<file path="config.mk">
export PLATFORM = sky130hd
export DESIGN_NAME = pps_sequencer
export DESIGN_NICKNAME = d
export VERILOG_FILES = /design/src/verilog/pps_pkg.sv /design/src/verilog/pps_sequencer.sv /design/src/verilog/pps_sync.sv /design/src/verilog/pps_timer.sv
export VERILOG_INCLUDE_DIRS = /design/src /design/src/verilog
export SDC_FILE = /design/constraint.sdc
export NUM_CORES = 2
export LEC_CHECK = 0
export BUFFER_PORTS_ARGS = -buffer_cell sky130_fd_sc_hd__buf_2
export CORE_MARGIN = 3
export CORE_UTILIZATION = 25
export DETAILED_ROUTE_END_ITERATION = 7
export PLACE_DENSITY_LB_ADDON = 0.12
export SYNTH_ARGS = -nofsm -noshare
export SYNTH_HDL_FRONTEND = slang
export SYNTH_HIERARCHICAL = 1
export SYNTH_SLANG_ARGS = --single-unit
</file>
<file path="constraint.sdc">
create_clock -name clk -period 10 [get_ports clk]
set_clock_uncertainty 0.15 [all_clocks]
set_input_delay 1 -clock clk [delete_from_list [all_inputs] [get_ports clk]]
set_output_delay 1 -clock clk [all_outputs]
set_load 0.01 [all_outputs]
</file>
<file path="src/verilog/pps_map.svh">
`ifndef PPS_MAP_SVH
`define PPS_MAP_SVH
// ==========================================
// phase memory
`define PPS_PHASE_MAX 6'h29
`define PPS_PHASE_FIRST 6'h01
`define PPS_LOOP_DEPTH 3
// ==========================================
// timing at 25 MHz
`define PPS_CLK_HZ 25000000
`define PPS_TENTH_NS 100000000
`define PPS_TENTH_CYC (`PPS_TENTH_NS / 40)
`define PPS_LOW_MS 200
`define PPS_LOW_CYC ((`PPS_LOW_MS * 25000))
`define PPS_SEL_LABEL_RST 7'h00
`endif

</file>
<file path="src/verilog/pps_pkg.sv">
package pps_pkg;
	// phase function codes
	typedef enum logic [3:0] {
		FN_RATE, FN_REFILL, FN_RAISE, FN_LOWER, FN_STOP, FN_GOTO, FN_SEL, FN_LABEL,
		FN_LOOP_BEGIN, FN_LOOP_ENDLESS, FN_LOOP_COUNTED, FN_PAUSE, FN_COND_GOTO, FN_TRAP
	} pps_fn_t;
	// one stored phase
	typedef struct packed {
		pps_fn_t fn;
		logic [6:0] param;
		logic tenths;
		logic [15:0] rate;
		logic dir;
	} pps_phase_t;
	// loop stack entry
	typedef struct packed {
		logic [5:0] begin_ph;
		logic [6:0] count;
	} pps_loop_t;
	// pump command to motor side
	typedef struct packed {
		logic run;
		logic [15:0] rate;
		logic dir;
		logic refill;
	} pps_pump_t;
endpackage

</file>
<file path="src/verilog/pps_sequencer.sv">
`timescale 1ns/1ns
`include "pps_map.svh"
module pps_sequencer (
	input wire logic clk,
	input wire logic rst_n,
	input wire logic ce,
	input wire logic start,
	input wire logic foot_start,
	input wire logic other_key,
	input wire logic serial_event,
	input wire logic trig_n,
	input wire logic event_n,
	input wire logic prog_in_n,
	input wire logic lockout,
	input wire logic alarm_en,
	input wire logic pump_done,
	input wire logic wr_en,
	input wire logic [5:0] wr_addr,
	input wire pps_pkg::pps_phase_t wr_data,
	input wire logic [6:0] sel_label,
	input wire logic sel_go,
	output pps_pkg::pps_pump_t pump,
	output logic clear_volume,
	output logic [5:0] phase,
	output logic running,
	output logic prog_error,
	output logic range_error,
	output logic buzzer,
	output logic sel_prompt,
	output logic [6:0] sel_default,
	output logic [6:0] pause_secs
);
	// ==========================================
	// program memory, phases 1..41
	pps_pkg::pps_phase_t mem [1:`PPS_PHASE_MAX];
	typedef enum logic [2:0] {S_IDLE, S_FETCH, S_PUMP, S_PAUSE, S_WAIT, S_SEL, S_SEARCH, S_ERR} pps_st_t;
	pps_st_t st_r, st_nxt;
	logic [5:0] ph_r, ph_nxt; // phase pointer
	pps_pkg::pps_loop_t stk_r [0:2];
	pps_pkg::pps_loop_t stk_nxt [0:2];
	logic [1:0] sp_r, sp_nxt; // loop depth in use
	logic trap_arm_r, trap_arm_nxt;
	logic [5:0] trap_ph_r, trap_ph_nxt;
	logic [15:0] rate_r, rate_nxt; // rate in force
	logic base_r, base_nxt; // rate in force valid
	logic dir_r, dir_nxt;
	logic [6:0] lbl_r, lbl_nxt;
	logic [5:0] srch_r, srch_nxt;
	logic [5:0] cnt_r, cnt_nxt;
	logic rate_phase_r, rate_phase_nxt; // current phase is a rate phase, not refill or pause
	logic boot_r, boot_nxt;
	logic tenth_r, tenth_nxt; // running pause counts tenths
	pps_pkg::pps_pump_t pump_nxt;
	logic clr_nxt, err_nxt, rerr_nxt, buz_nxt, prompt_nxt;
	logic [6:0] dflt_nxt;
	logic ev_s, trig_s, prog_s, ev_d_r;
	logic [22:0] low_cnt_r, low_cnt_nxt;
	logic ev_low200;
	logic t_load, t_done;
	logic [9:0] t_tenths;
	logic [6:0] t_secs;
	logic fire;
	pps_pkg::pps_phase_t cur;
	// ==========================================
	// pin synchronisers
	pps_sync u_ev (.clk(clk), .rst_n(rst_n), .ce(ce), .d(event_n), .q(ev_s));
	pps_sync u_tr (.clk(clk), .rst_n(rst_n), .ce(ce), .d(trig_n), .q(trig_s));
	pps_sync u_pi (.clk(clk), .rst_n(rst_n), .ce(ce), .d(prog_in_n), .q(prog_s));
	// pause timer
	pps_timer u_tm (.clk(clk), .rst_n(rst_n), .ce(ce), .load(t_load), .tenths(t_tenths),
		.done(t_done), .secs_left(t_secs));
	// ==========================================
	// program write port, no reset on memory
	always_ff @(posedge clk) begin
		if (ce && wr_en && wr_addr >= `PPS_PHASE_FIRST && wr_addr <= `PPS_PHASE_MAX) begin
			mem[wr_addr] <= wr_data;
		end
	end
	assign cur = mem[ph_r];
	// event trap fire: edge or serial command
	assign fire = trap_arm_r && ((ev_d_r && !ev_s) || serial_event);
	assign ev_low200 = (low_cnt_r >= 23'(`PPS_LOW_CYC));
	// ==========================================
	// main next-state logic
	always_comb begin
		st_nxt = st_r;
		ph_nxt = ph_r;
		for (int i = 0; i < 3; i++) begin
			stk_nxt[i] = stk_r[i];
		end
		sp_nxt = sp_r;
		trap_arm_nxt = trap_arm_r;
		trap_ph_nxt = trap_ph_r;
		rate_nxt = rate_r;
		base_nxt = base_r;
		dir_nxt = dir_r;
		lbl_nxt = lbl_r;
		srch_nxt = srch_r;
		cnt_nxt = cnt_r;
		rate_phase_nxt = rate_phase_r;
		tenth_nxt = tenth_r;
		boot_nxt = 1'b0;
		pump_nxt = pump;
		clr_nxt = 1'b0;
		err_nxt = prog_error;
		rerr_nxt = range_error;
		buz_nxt = 1'b0;
		prompt_nxt = 1'b0;
		dflt_nxt = sel_default;
		t_load = 1'b0;
		t_tenths = 10'h000;
		low_cnt_nxt = ev_s ? 23'h000000 : (ev_low200 ? low_cnt_r : low_cnt_r + 23'h000001);
		case (st_r)
			S_IDLE: begin
				pump_nxt.run = 1'b0;
				buz_nxt = alarm_en && !boot_r;
				if (boot_r && lockout && mem[`PPS_PHASE_FIRST].fn == pps_pkg::FN_SEL) begin
					st_nxt = S_FETCH;
					ph_nxt = `PPS_PHASE_FIRST;
				end else if (start || !trig_s) begin
					st_nxt = S_FETCH;
					ph_nxt = `PPS_PHASE_FIRST;
					err_nxt = 1'b0;
					base_nxt = 1'b0;
					sp_nxt = 2'h0;
					trap_arm_nxt = 1'b0;
				end
			end
			S_FETCH: begin
				// default: move to next phase, saturate past max ends run
				if (ph_r >= `PPS_PHASE_MAX) begin
					ph_nxt = ph_r;
				end else begin
					ph_nxt = ph_r + 6'h01;
				end
				case (cur.fn)
					pps_pkg::FN_RATE: begin
						pump_nxt = '{run: 1'b1, rate: cur.rate, dir: cur.dir, refill: 1'b0};
						rate_nxt = cur.rate;
						base_nxt = 1'b1;
						rate_phase_nxt = 1'b1;
						st_nxt = S_PUMP;
					end
					pps_pkg::FN_REFILL: begin
						// reverse and return volume, clearing total
						pump_nxt.run = 1'b1;
						pump_nxt.refill = 1'b1;
						pump_nxt.dir = !dir_r;
						pump_nxt.rate = (cur.rate == 16'h0000) ? rate_r : cur.rate;
						clr_nxt = 1'b1;
						rate_phase_nxt = 1'b0;
						st_nxt = S_PUMP;
					end
					pps_pkg::FN_RAISE, pps_pkg::FN_LOWER: begin
						if (!base_r) begin
							err_nxt = 1'b1;
							st_nxt = S_IDLE;
						end else begin
							// adjust base, keep units
							rate_nxt = (cur.fn == pps_pkg::FN_RAISE) ? rate_r + cur.rate
								: rate_r - cur.rate;
							pump_nxt = '{run: 1'b1, rate: rate_nxt, dir: cur.dir, refill: 1'b0};
							rate_phase_nxt = 1'b1;
							st_nxt = S_PUMP;
						end
					end
					pps_pkg::FN_STOP: begin
						st_nxt = S_IDLE;
					end
					pps_pkg::FN_GOTO: begin
						ph_nxt = cur.param[5:0];
					end
					pps_pkg::FN_SEL: begin
						st_nxt = S_SEL;
						pump_nxt.run = 1'b0;
						base_nxt = 1'b0;
					end
					pps_pkg::FN_LABEL: begin
						ph_nxt = `PPS_PHASE_FIRST;
					end
					pps_pkg::FN_LOOP_BEGIN: begin
						// push, deepest layer kept at three
						if (sp_r < 2'h3) begin
							stk_nxt[sp_r] = '{begin_ph: ph_r, count: 7'h00};
							sp_nxt = sp_r + 2'h1;
						end
					end
					pps_pkg::FN_LOOP_ENDLESS, pps_pkg::FN_LOOP_COUNTED: begin
						if (sp_r == 2'h0) begin
							ph_nxt = `PPS_PHASE_FIRST;
							if (cur.fn == pps_pkg::FN_LOOP_COUNTED) begin
								// implied begin held one below phase 1, so the +1 on repeat lands on it
								stk_nxt[0] = '{begin_ph: 6'h00, count: 7'h01};
								sp_nxt = 2'h1;
								if (cur.param <= 7'h01) begin
									ph_nxt = ph_r + 6'h01;
									sp_nxt = 2'h0;
								end
							end
						end else if (cur.fn == pps_pkg::FN_LOOP_ENDLESS) begin
							// skip the begin phase itself, which would push again
							ph_nxt = stk_r[sp_r - 2'h1].begin_ph + 6'h01;
						end else if (stk_r[sp_r - 2'h1].count + 7'h01 >= cur.param) begin
							ph_nxt = (ph_r >= `PPS_PHASE_MAX) ? ph_r : ph_r + 6'h01;
							sp_nxt = sp_r - 2'h1;
						end else begin
							stk_nxt[sp_r - 2'h1].count = stk_r[sp_r - 2'h1].count + 7'h01;
							ph_nxt = stk_r[sp_r - 2'h1].begin_ph + 6'h01;
						end
					end
					pps_pkg::FN_PAUSE: begin
						pump_nxt.run = 1'b0;
						base_nxt = 1'b0;
						rate_phase_nxt = 1'b0;
						if (cur.param == 7'h00) begin
							st_nxt = S_WAIT;
						end else begin
							t_load = 1'b1;
							tenth_nxt = cur.tenths;
							t_tenths = cur.tenths ? 10'(cur.param) : 10'(cur.param) * 10'h00A;
							st_nxt = S_PAUSE;
						end
					end
					pps_pkg::FN_COND_GOTO: begin
						if (!prog_s) begin
							ph_nxt = cur.param[5:0];
						end
					end
					pps_pkg::FN_TRAP: begin
						trap_arm_nxt = 1'b1;
						trap_ph_nxt = cur.param[5:0];
						if (ev_low200) begin
							ph_nxt = cur.param[5:0];
							trap_arm_nxt = 1'b0;
						end
					end
					default: st_nxt = S_IDLE;
				endcase
				if (ph_r >= `PPS_PHASE_MAX && ph_nxt == ph_r && st_nxt == S_FETCH) begin
					st_nxt = S_IDLE;
				end
			end
			S_PUMP: begin
				if (pump_done) begin
					pump_nxt.run = 1'b0;
					st_nxt = S_FETCH;
				end
				if (foot_start && rate_phase_r) begin
					ph_nxt = `PPS_PHASE_FIRST;
					st_nxt = S_FETCH;
				end
			end
			S_PAUSE: begin
				if (t_done) begin
					st_nxt = S_FETCH;
				end
			end
			S_WAIT: begin
				buz_nxt = alarm_en;
				if (start || !trig_s) begin
					st_nxt = S_FETCH;
				end else if (other_key) begin
					st_nxt = S_IDLE;
				end
			end
			S_SEL: begin
				prompt_nxt = 1'b1;
				buz_nxt = alarm_en;
				if (sel_go) begin
					lbl_nxt = sel_label;
					dflt_nxt = sel_label;
					srch_nxt = ph_r;
					cnt_nxt = 6'h00;
					st_nxt = S_SEARCH;
				end
			end
			S_SEARCH: begin
				// forward then wrap, first match wins
				if (mem[srch_r].fn == pps_pkg::FN_LABEL && mem[srch_r].param == lbl_r) begin
					// resume after the label, which would otherwise jump to phase 1
					ph_nxt = (srch_r >= `PPS_PHASE_MAX) ? srch_r : srch_r + 6'h01;
					clr_nxt = 1'b1;
					st_nxt = S_FETCH;
				end else if (cnt_r == `PPS_PHASE_MAX - 6'h01) begin
					rerr_nxt = 1'b1;
					st_nxt = S_ERR;
				end else begin
					cnt_nxt = cnt_r + 6'h01;
					srch_nxt = (srch_r >= `PPS_PHASE_MAX) ? `PPS_PHASE_FIRST : srch_r + 6'h01;
				end
			end
			S_ERR: begin
				if (start || other_key) begin
					rerr_nxt = 1'b0;
					st_nxt = S_SEL;
				end
			end
			default: st_nxt = S_IDLE;
		endcase
		if (fire && st_r != S_IDLE) begin
			ph_nxt = trap_ph_r;
			trap_arm_nxt = 1'b0;
			rerr_nxt = 1'b0;
			pump_nxt.run = 1'b0;
			st_nxt = S_FETCH;
		end
		if (pump_nxt.run) begin
			dir_nxt = pump_nxt.dir;
		end
	end
	// ==========================================
	// state registers
	always_ff @(posedge clk or negedge rst_n) begin
		if (!rst_n) begin
			st_r <= S_IDLE;
			ph_r <= `PPS_PHASE_FIRST;
			for (int i = 0; i < 3; i++) begin
				stk_r[i] <= '0;
			end
			sp_r <= 2'h0;
			trap_arm_r <= 1'b0;
			trap_ph_r <= `PPS_PHASE_FIRST;
			rate_r <= 16'h0000;
			base_r <= 1'b0;
			dir_r <= 1'b0;
			lbl_r <= `PPS_SEL_LABEL_RST;
			srch_r <= `PPS_PHASE_FIRST;
			cnt_r <= 6'h00;
			rate_phase_r <= 1'b0;
			boot_r <= 1'b1;
			low_cnt_r <= 23'h000000;
			ev_d_r <= 1'b1;
			pump <= '0;
			clear_volume <= 1'b0;
			prog_error <= 1'b0;
			range_error <= 1'b0;
			buzzer <= 1'b0;
			sel_prompt <= 1'b0;
			sel_default <= `PPS_SEL_LABEL_RST;
			phase <= `PPS_PHASE_FIRST;
			pause_secs <= 7'h00;
			tenth_r <= 1'b0;
			running <= 1'b0;
		end else if (ce) begin
			st_r <= st_nxt;
			ph_r <= ph_nxt;
			for (int i = 0; i < 3; i++) begin
				stk_r[i] <= stk_nxt[i];
			end
			sp_r <= sp_nxt;
			trap_arm_r <= trap_arm_nxt;
			trap_ph_r <= trap_ph_nxt;
			rate_r <= rate_nxt;
			base_r <= base_nxt;
			dir_r <= dir_nxt;
			lbl_r <= lbl_nxt;
			srch_r <= srch_nxt;
			cnt_r <= cnt_nxt;
			rate_phase_r <= rate_phase_nxt;
			boot_r <= boot_nxt;
			low_cnt_r <= low_cnt_nxt;
			ev_d_r <= ev_s;
			pump <= pump_nxt;
			clear_volume <= clr_nxt;
			prog_error <= err_nxt;
			range_error <= rerr_nxt;
			buzzer <= buz_nxt;
			sel_prompt <= prompt_nxt;
			sel_default <= dflt_nxt;
			phase <= ph_nxt;
			pause_secs <= (st_r == S_PAUSE && tenth_r) ? 7'h01 : t_secs;
			tenth_r <= tenth_nxt;
			// running level follows the next state
			running <= (st_nxt != S_IDLE);
		end
	end
endmodule

</file>
<file path="src/verilog/pps_sync.sv">
`timescale 1ns/1ns
// two-stage synchroniser for pin inputs
module pps_sync (
	input wire logic clk,
	input wire logic rst_n,
	input wire logic ce,
	input wire logic d,
	output logic q
);
	logic s1_r;
	logic s1_nxt;
	logic q_nxt;
	// ==========================================
	// next values
	always_comb begin
		s1_nxt = ce ? d : s1_r;
		q_nxt = ce ? s1_r : q;
	end
	// registers, reset high (idle pin level)
	always_ff @(posedge clk or negedge rst_n) begin
		if (!rst_n) begin
			s1_r <= 1'b1;
			q <= 1'b1;
		end else begin
			s1_r <= s1_nxt;
			q <= q_nxt;
		end
	end
endmodule

</file>
<file path="src/verilog/pps_timer.sv">
`timescale 1ns/1ns
`include "pps_map.svh"
// tenth-second pause timer
module pps_timer #(
	parameter int TENTH_CYC = `PPS_TENTH_CYC
) (
	input wire logic clk,
	input wire logic rst_n,
	input wire logic ce,
	input wire logic load,
	input wire logic [9:0] tenths,
	output logic done,
	output logic [6:0] secs_left
);
	logic [21:0] pre_r;
	logic [21:0] pre_nxt;
	logic [9:0] left_r;
	logic [9:0] left_nxt;
	logic done_nxt;
	// ==========================================
	// countdown of tenths
	always_comb begin
		pre_nxt = pre_r;
		left_nxt = left_r;
		done_nxt = 1'b0;
		if (load) begin
			// start new pause
			pre_nxt = 22'(TENTH_CYC - 1);
			left_nxt = tenths;
		end else if (left_r != 10'h000) begin
			if (pre_r == 22'h000000) begin
				pre_nxt = 22'(TENTH_CYC - 1);
				left_nxt = left_r - 10'h001;
				done_nxt = (left_r == 10'h001);
			end else begin
				pre_nxt = pre_r - 22'h000001;
			end
		end
	end
	// registers
	always_ff @(posedge clk or negedge rst_n) begin
		if (!rst_n) begin
			pre_r <= 22'h000000;
			left_r <= 10'h000;
			done <= 1'b0;
		end else if (ce) begin
			pre_r <= pre_nxt;
			left_r <= left_nxt;
			done <= done_nxt;
		end
	end
	// seconds remaining, rounded up
	assign secs_left = 7'((left_r + 10'h009) / 10'h00A);
endmodule

</file>
[Word level (Yosys, flattened, before mapping)]
Memory sizes are Yosys's and may differ from the RTL's.
Cells that the tools add are included.
Cells by class
  $mul: 1
  mux-type cells: 125
  reductions and logical operators: 69
  bitwise gates (word level): 3
  magnitude comparators: 12
  $add $sub $neg: 13
  eq/ne operators: 57
  div/mod/pow operators: 1
Operator list (number)
  6-bit 2-to-1 mux: 22
  39-bit 2-to-1 mux: 3
  39-bit bitwise mux: 2
  39-bit one-hot mux with 2 select lines: 1
  10-bit 2-to-1 mux: 7
  22-bit 2-to-1 mux: 3
  13-bit 2-to-1 mux: 5
  18-bit one-hot mux with 3 select lines: 1
  13-bit demux with 2-bit select: 2
  16-bit 2-to-1 mux: 3
  23-bit 2-to-1 mux: 2
  3-bit 2-to-1 mux: 15
  3-bit inequality test (second input constant): 11
  16-bit one-hot mux with 2 select lines: 1
  6-bit one-hot mux with 5 select lines: 1
  13-bit binary-select mux with 2-bit select: 1
  1-bit 2-to-1 mux: 26
  26-bit 2-to-1 mux: 1
  5-bit AND reduction: 5
  6-bit by 1-bit adder with 6-bit output (second input constant): 4
  4-bit equality test (second input constant): 6
  3-bit one-hot mux with 8 select lines: 1
  6-bit one-hot mux with 2 select lines: 2
  6-bit one-hot mux with 4 select lines: 1
  other kinds (65): 155
Storage, ports and cells
  word-level logic and storage cells: 324
  input port bits: 57
  output and inout bits: 45
  RAM bits: 1189
  register bits after elaboration: 192
  memories kept: 1
Memory list
  mem: depth 41, width 29, rd ports 3, clocked after memory_dff 0, write ports 1, line pps_sequencer.sv:35  | pps_pkg::pps_phase_t mem [1:`PPS_PHASE_MAX];

[Depth between registers and ports, before layout]
  depth in word-level cells: 19
  mapped depth: 34
  depth with buffers taken out: 21

[Cells and area by module]
Netlist, hierarchy kept.
By module, submodules not included
  pps_sequencer: area an instance 60008.8 um^2, cells each 3722, sequential area each 39539.2 um^2, instances 1
  pps_timer: area an instance 2864.0 um^2, cells each 369, sequential area each 825.8 um^2, instances 1
  pps_sync: area an instance 75.1 um^2, cells each 4, sequential area each 52.6 um^2, instances 3

[Least setup slack after synthesis]
Ideal clock, no wire load.
  path kind: register to register
  from: register ph_r[0]
  to: register rate_r[14]
  setup slack: 3.927 ns
  arrival time: 5.846 ns
  cell stages (with the launch flop): 33
  clock period less this slack: 6.073 ns
  required time: 9.773 ns
  library setup time: 0.077 ns
  buffers on the path: 11
  cell sequence: dfstp_2 > buf_6 > buf_12 > buf_12 > buf_12 > buf_12 > buf_12 > buf_12 > buf_6 > buf_6 > buf_4 > buf_2 > mux2i_1 > a211oi_1 > a211oi_1 > o311ai_2 > nand2_1 > ha_1 > nand2_1 > o21ai_0 > inv_1 > fa_1 > nor2b_1 > o21ai_0 > a21boi_0 > o21ai_0 > a21boi_0 > o21ai_0 > a21o_1 > a2111o_1 > o211ai_1 > a21oi_1 > a21oi_1
On the way
  cells in the longest elaborated chain, start to end: 5
  elaborated cells on any way between the ends: 13
  those cells by class: add/sub: 2; eq/ne: 3; mux: 3; reduce/logical: 4; memory: 1
Ends and longest elaborated chain
  from (decl): line pps_sequencer.sv:38  | logic [5:0] ph_r, ph_nxt;
  from (signal assigned): line pps_sequencer.sv:316  | ph_r <= `PPS_PHASE_FIRST;
  from (signal assigned): line pps_sequencer.sv:346  | ph_r <= ph_nxt;
  memory read 41 x 29 bit (*)
  16-bit subtractor (tied with other cells): line pps_sequencer.sv:161  | : rate_r - cur.rate;
  16-bit 2-to-1 mux / 2-bit OR reduction (equally long branches): line pps_sequencer.sv:160, pps_sequencer.sv:136
  16-bit 2-to-1 mux (tied with other cells): line pps_sequencer.sv:155  | if (!base_r) begin
  16-bit one-hot mux with 2 select lines / 4-bit AND reduction (equally long branches)
  to (signal assigned): line pps_sequencer.sv:353  | rate_r <= rate_nxt;
  to (decl): line pps_sequencer.sv:44  | logic [15:0] rate_r, rate_nxt;
Mark *: on every way between the ends. The rest lies on a longest branch, timed or not. The select of a mux whose other input is x is not followed.
A chain may end at the register's enable or synchronous reset.

==> metrics <==
vias per cell=a little under 5; post-synthesis cell area=63,100 µm²; worst-margin pin slew=1.22 ns; fin crit period=~7.5 ns; Final Util=0.291; die area=258,000 µm²; VDD IR max=around 180 µV; Pwr Density=276 nW/µm²; crit start category=flip-flop; delay-heaviest family, CP=compound AO/OA/AOI/OAI gates; GR Overflow Total=0; commonest non-fill, non-tap cell in the layout=edfxtp_1; Post-Synth XOR/XNOR Area=0.0149; Yosys top cell by area=edfxtp_1; Slew Viols, Final=0; Place WS=roughly 2.3 ns; main area contributors after synthesis=edfxtp_1, mux4_2, dfrtp_1; CORE AREA=250,000 µm²; Crit-path slowest cell=dfstp_4; Layout fillers=24,800; Detail Route met3 WL=~9000 µm; initial core utilization=0.253; initial antenna violation count=20; HP Class=in -> reg; Lkg Pwr=about 0.024 µW; Die Ht=508 µm; DR top layer=met5; Max FO, Critical Path=41; Largest stage delay, worst path=1.11 ns; Final nets=~4,300; DR WL/cell=about 26 µm; mux contribution to synthesized area=0.149; Final Wtd Congestion=a little under 0.8; Tot Pwr=approximately 20,000 µW; most frequent cells in the layout=edfxtp_1, nand2_1, mux4_2; CTS max path bufs=3; Final period util=0.751; layout cell share with drive strength beyond 1=0.209; RSZ-0062 raised after global routing=false; cells along the critical path=buf_4 -> nor2b_1 -> a22oi_1 -> a21oi_1 -> nor4_1 -> buf_4 -> a21o_1 -> inv_1 -> ha_1 -> a211oi_1 -> o31a_1 -> o21ai_0 -> nand3_1 -> o2bb2ai_1 -> nor2_1 -> o211ai_1 -> o221ai_1 -> nor4_1 -> a21oi_1; Met1 Wirelength=roughly 90,000 µm; Remaining DRCs=0; Max-Slew Margin vs Limit=0.177; DRT Pass-1 Iters=5; Synth Warn #=6; sequential fraction of the synthesis area=0.642; post-CTS setup buffers=0; met2 WL=~94,000 µm; vias in the first global route=between 30,000 and 40,000; H-tree Lvls=4; Layout area overhead=15.2%; top cell type's share of synthesized area=0.566; Hold Fails Final Rpt=0; crit path DAT=8.03 ns; Synth cell types=between 100 and 150; root buffer cell=clkbuf_16; Syn Inst Count=around 4,000; clk slew on worst S/H paths=around 0.06 ns; dominant synthesized flop cell=edfxtp_1; first-pass GRT wire length=286,000 µm; clk sinks=~1,400; Post-synth ARST share=0.139; Site Rows=roughly 180; Setup TNS Final=0 ns; largest net degree at the start of global routing=116; area fraction in compound gates after synthesis=0.0838; Mapped Avg Cell Area=15.4 µm²; fmax=~130 MHz; status=finished, final reports clean; dpl hpwl=122,000 µm; CP Buf/Inv Count=3; cts bufs inserted=161; Clock Latency Late Sink=0.82 ns; Die Span X=slightly above 500 µm; Setup violations, final=0; via count=37,100; Synth Area in Adders=0.0125; Placed Area=between 60,000 and 70,000 µm²; final instance area=72,700 µm²; Max Cap Viol=0; initial DRC count=between 2,000 and 3,000; main combinational cell family by area after synthesis=multiplexers; worst setup margin=2.49 ns; FF+latch count, synth=between 1,000 and 1,500; Synth Area in Simple Gates=0.0704; Worst EP required=approximately 11 ns; Post-synth EDFFs=1,189; IO Count=a little over 100; WS Path Type=reg -> reg; final wirelength=between 150,000 and 200,000 µm; DRT antenna net count=0; CP Capture Type=flip-flop; input/output buffers=roughly 100; Total Routing Usage GR=0.152; TritonCTS clock tree=yes; Post-Syn Nets=4,221
## synth_stat cells, types with 14 or more instances
cell / n
edfxtp_1: 1189
nand2_1: 316
mux4_2: 313
nor2_1: 289
dfrtp_1: 181
o21ai_0: 161
a21oi_1: 136
clkbuf_1: 119
mux2i_1: 111
a211oi_1: 92
inv_1: 86
nand3_1: 77
xnor2_1: 65
mux2_2: 61
ha_1: 59
buf_2: 49
nor3_1: 49
xor2_1: 42
nor2b_1: 35
a31oi_1: 32
buf_1: 32
a22o_1: 28
and3_1: 28
o211ai_1: 28
o21ai_1: 28
a22oi_1: 27
nand2b_1: 24
mux4_1: 21
or3_1: 21
o221ai_1: 20
o22ai_1: 20
nand4b_1: 19
nand4_1: 17
a211o_1: 14
o31ai_1: 14
## metal layers
metal | vias to the layer above | global-route usage
met5 | - | 0
met4 | 10 | 0.0389
met3 | 251 | 0.0279
met2 | 796 | 0.248
met1 | 19500 | 0.209
li1 | 16500 | -
## path summary, 6_finish.rpt
| kind | start | end | slack (ns) | cells past startpoint |
|---|---|---|---|---|
| setup / recovery | ph_r[0] | st_r[0] | 2.49 | 19 |
| hold / removal | sel_label[3] | lbl_r[3] | 0.28 | 2 |
| setup reg to reg | ph_r[0] | st_r[0] | 2.49 | 19 |
| hold reg to reg | stk_r[38] | stk_r[38] | 0.33 | 2 |
| max in group asynchronous | rst_n | u_tm/left_r[5] | 6.85 | 4 |
| min in group asynchronous | rst_n | low_cnt_r[1] | 0.66 | 2 |
## cell type report
| type | count | area [µm²] | area share |
|---|---|---|---|
| timing repair buffer | 195 | 1310 | 0.0180 |
| clock inverter | 70 | 663 | 0.00913 |
| inverter | 90 | 340 | 0.00468 |
| antenna | 6 | 15.0 | 0.000207 |
| clock buffer | 226 | 4400 | 0.0605 |
| tap | 3330 | 4170 | 0.0573 |
| sequential | 1381 | 40600 | 0.558 |
| multi-input combinational | 2388 | 21200 | 0.292 |
## sequential cells by signal, indices dropped and copies added (netlist names), 2 cells and up
signal	flops
sp_r	2
cnt_r	6
low_cnt_r	23
srch_r	6
stk_r	39
trap_ph_r	6
mem	1189
ph_r	6
u_tm/left_r	10
st_r	3
rate_r	16
u_tm/pre_r	22
pause_secs	7
pump	19
lbl_r	7
## through the flow
step	instances	hold WS (ns)
6_report	7686	0.280
5_1_grt	7682	0.224
4_1_cts	7680	0.187
3_5_place_dp	7383	0.318
3_3_place_gp	7383	0.313
2_1_floorplan	4103	0.294
## timing repair
action,in CTS,in global routing
gates resized for setup,0,0
endpoints found under the hold margin,10,0
hold buffers,1,0
endpoints found under the setup margin,0,0
## report_power, final
part | leakage (µW) | total [µW] | internal (µW) | switching (µW)
registers | 0.0131 | 7010 | 6510 | 496
clock network | 0.00244 | 5650 | 3180 | 2470
logic | 0.00832 | 7390 | 2880 | 4510
total | 0.0239 | 20000 | 12600 | 7470
## kinds of logic (layout without fill, tap and decap cells)
group / after synthesis / after routing
DFF: 1381 / 1381
and+or+nand+nor: 950 / 950
AOI/OAI and AO/OA: 761 / 761
muxes: 508 / 508
buffers and inverters: 334 / 581
xor gates and xnor gates: 107 / 107
adders and majority gates: 62 / 62
other: 0 / 6
Power figures use the tool's default switching activity.
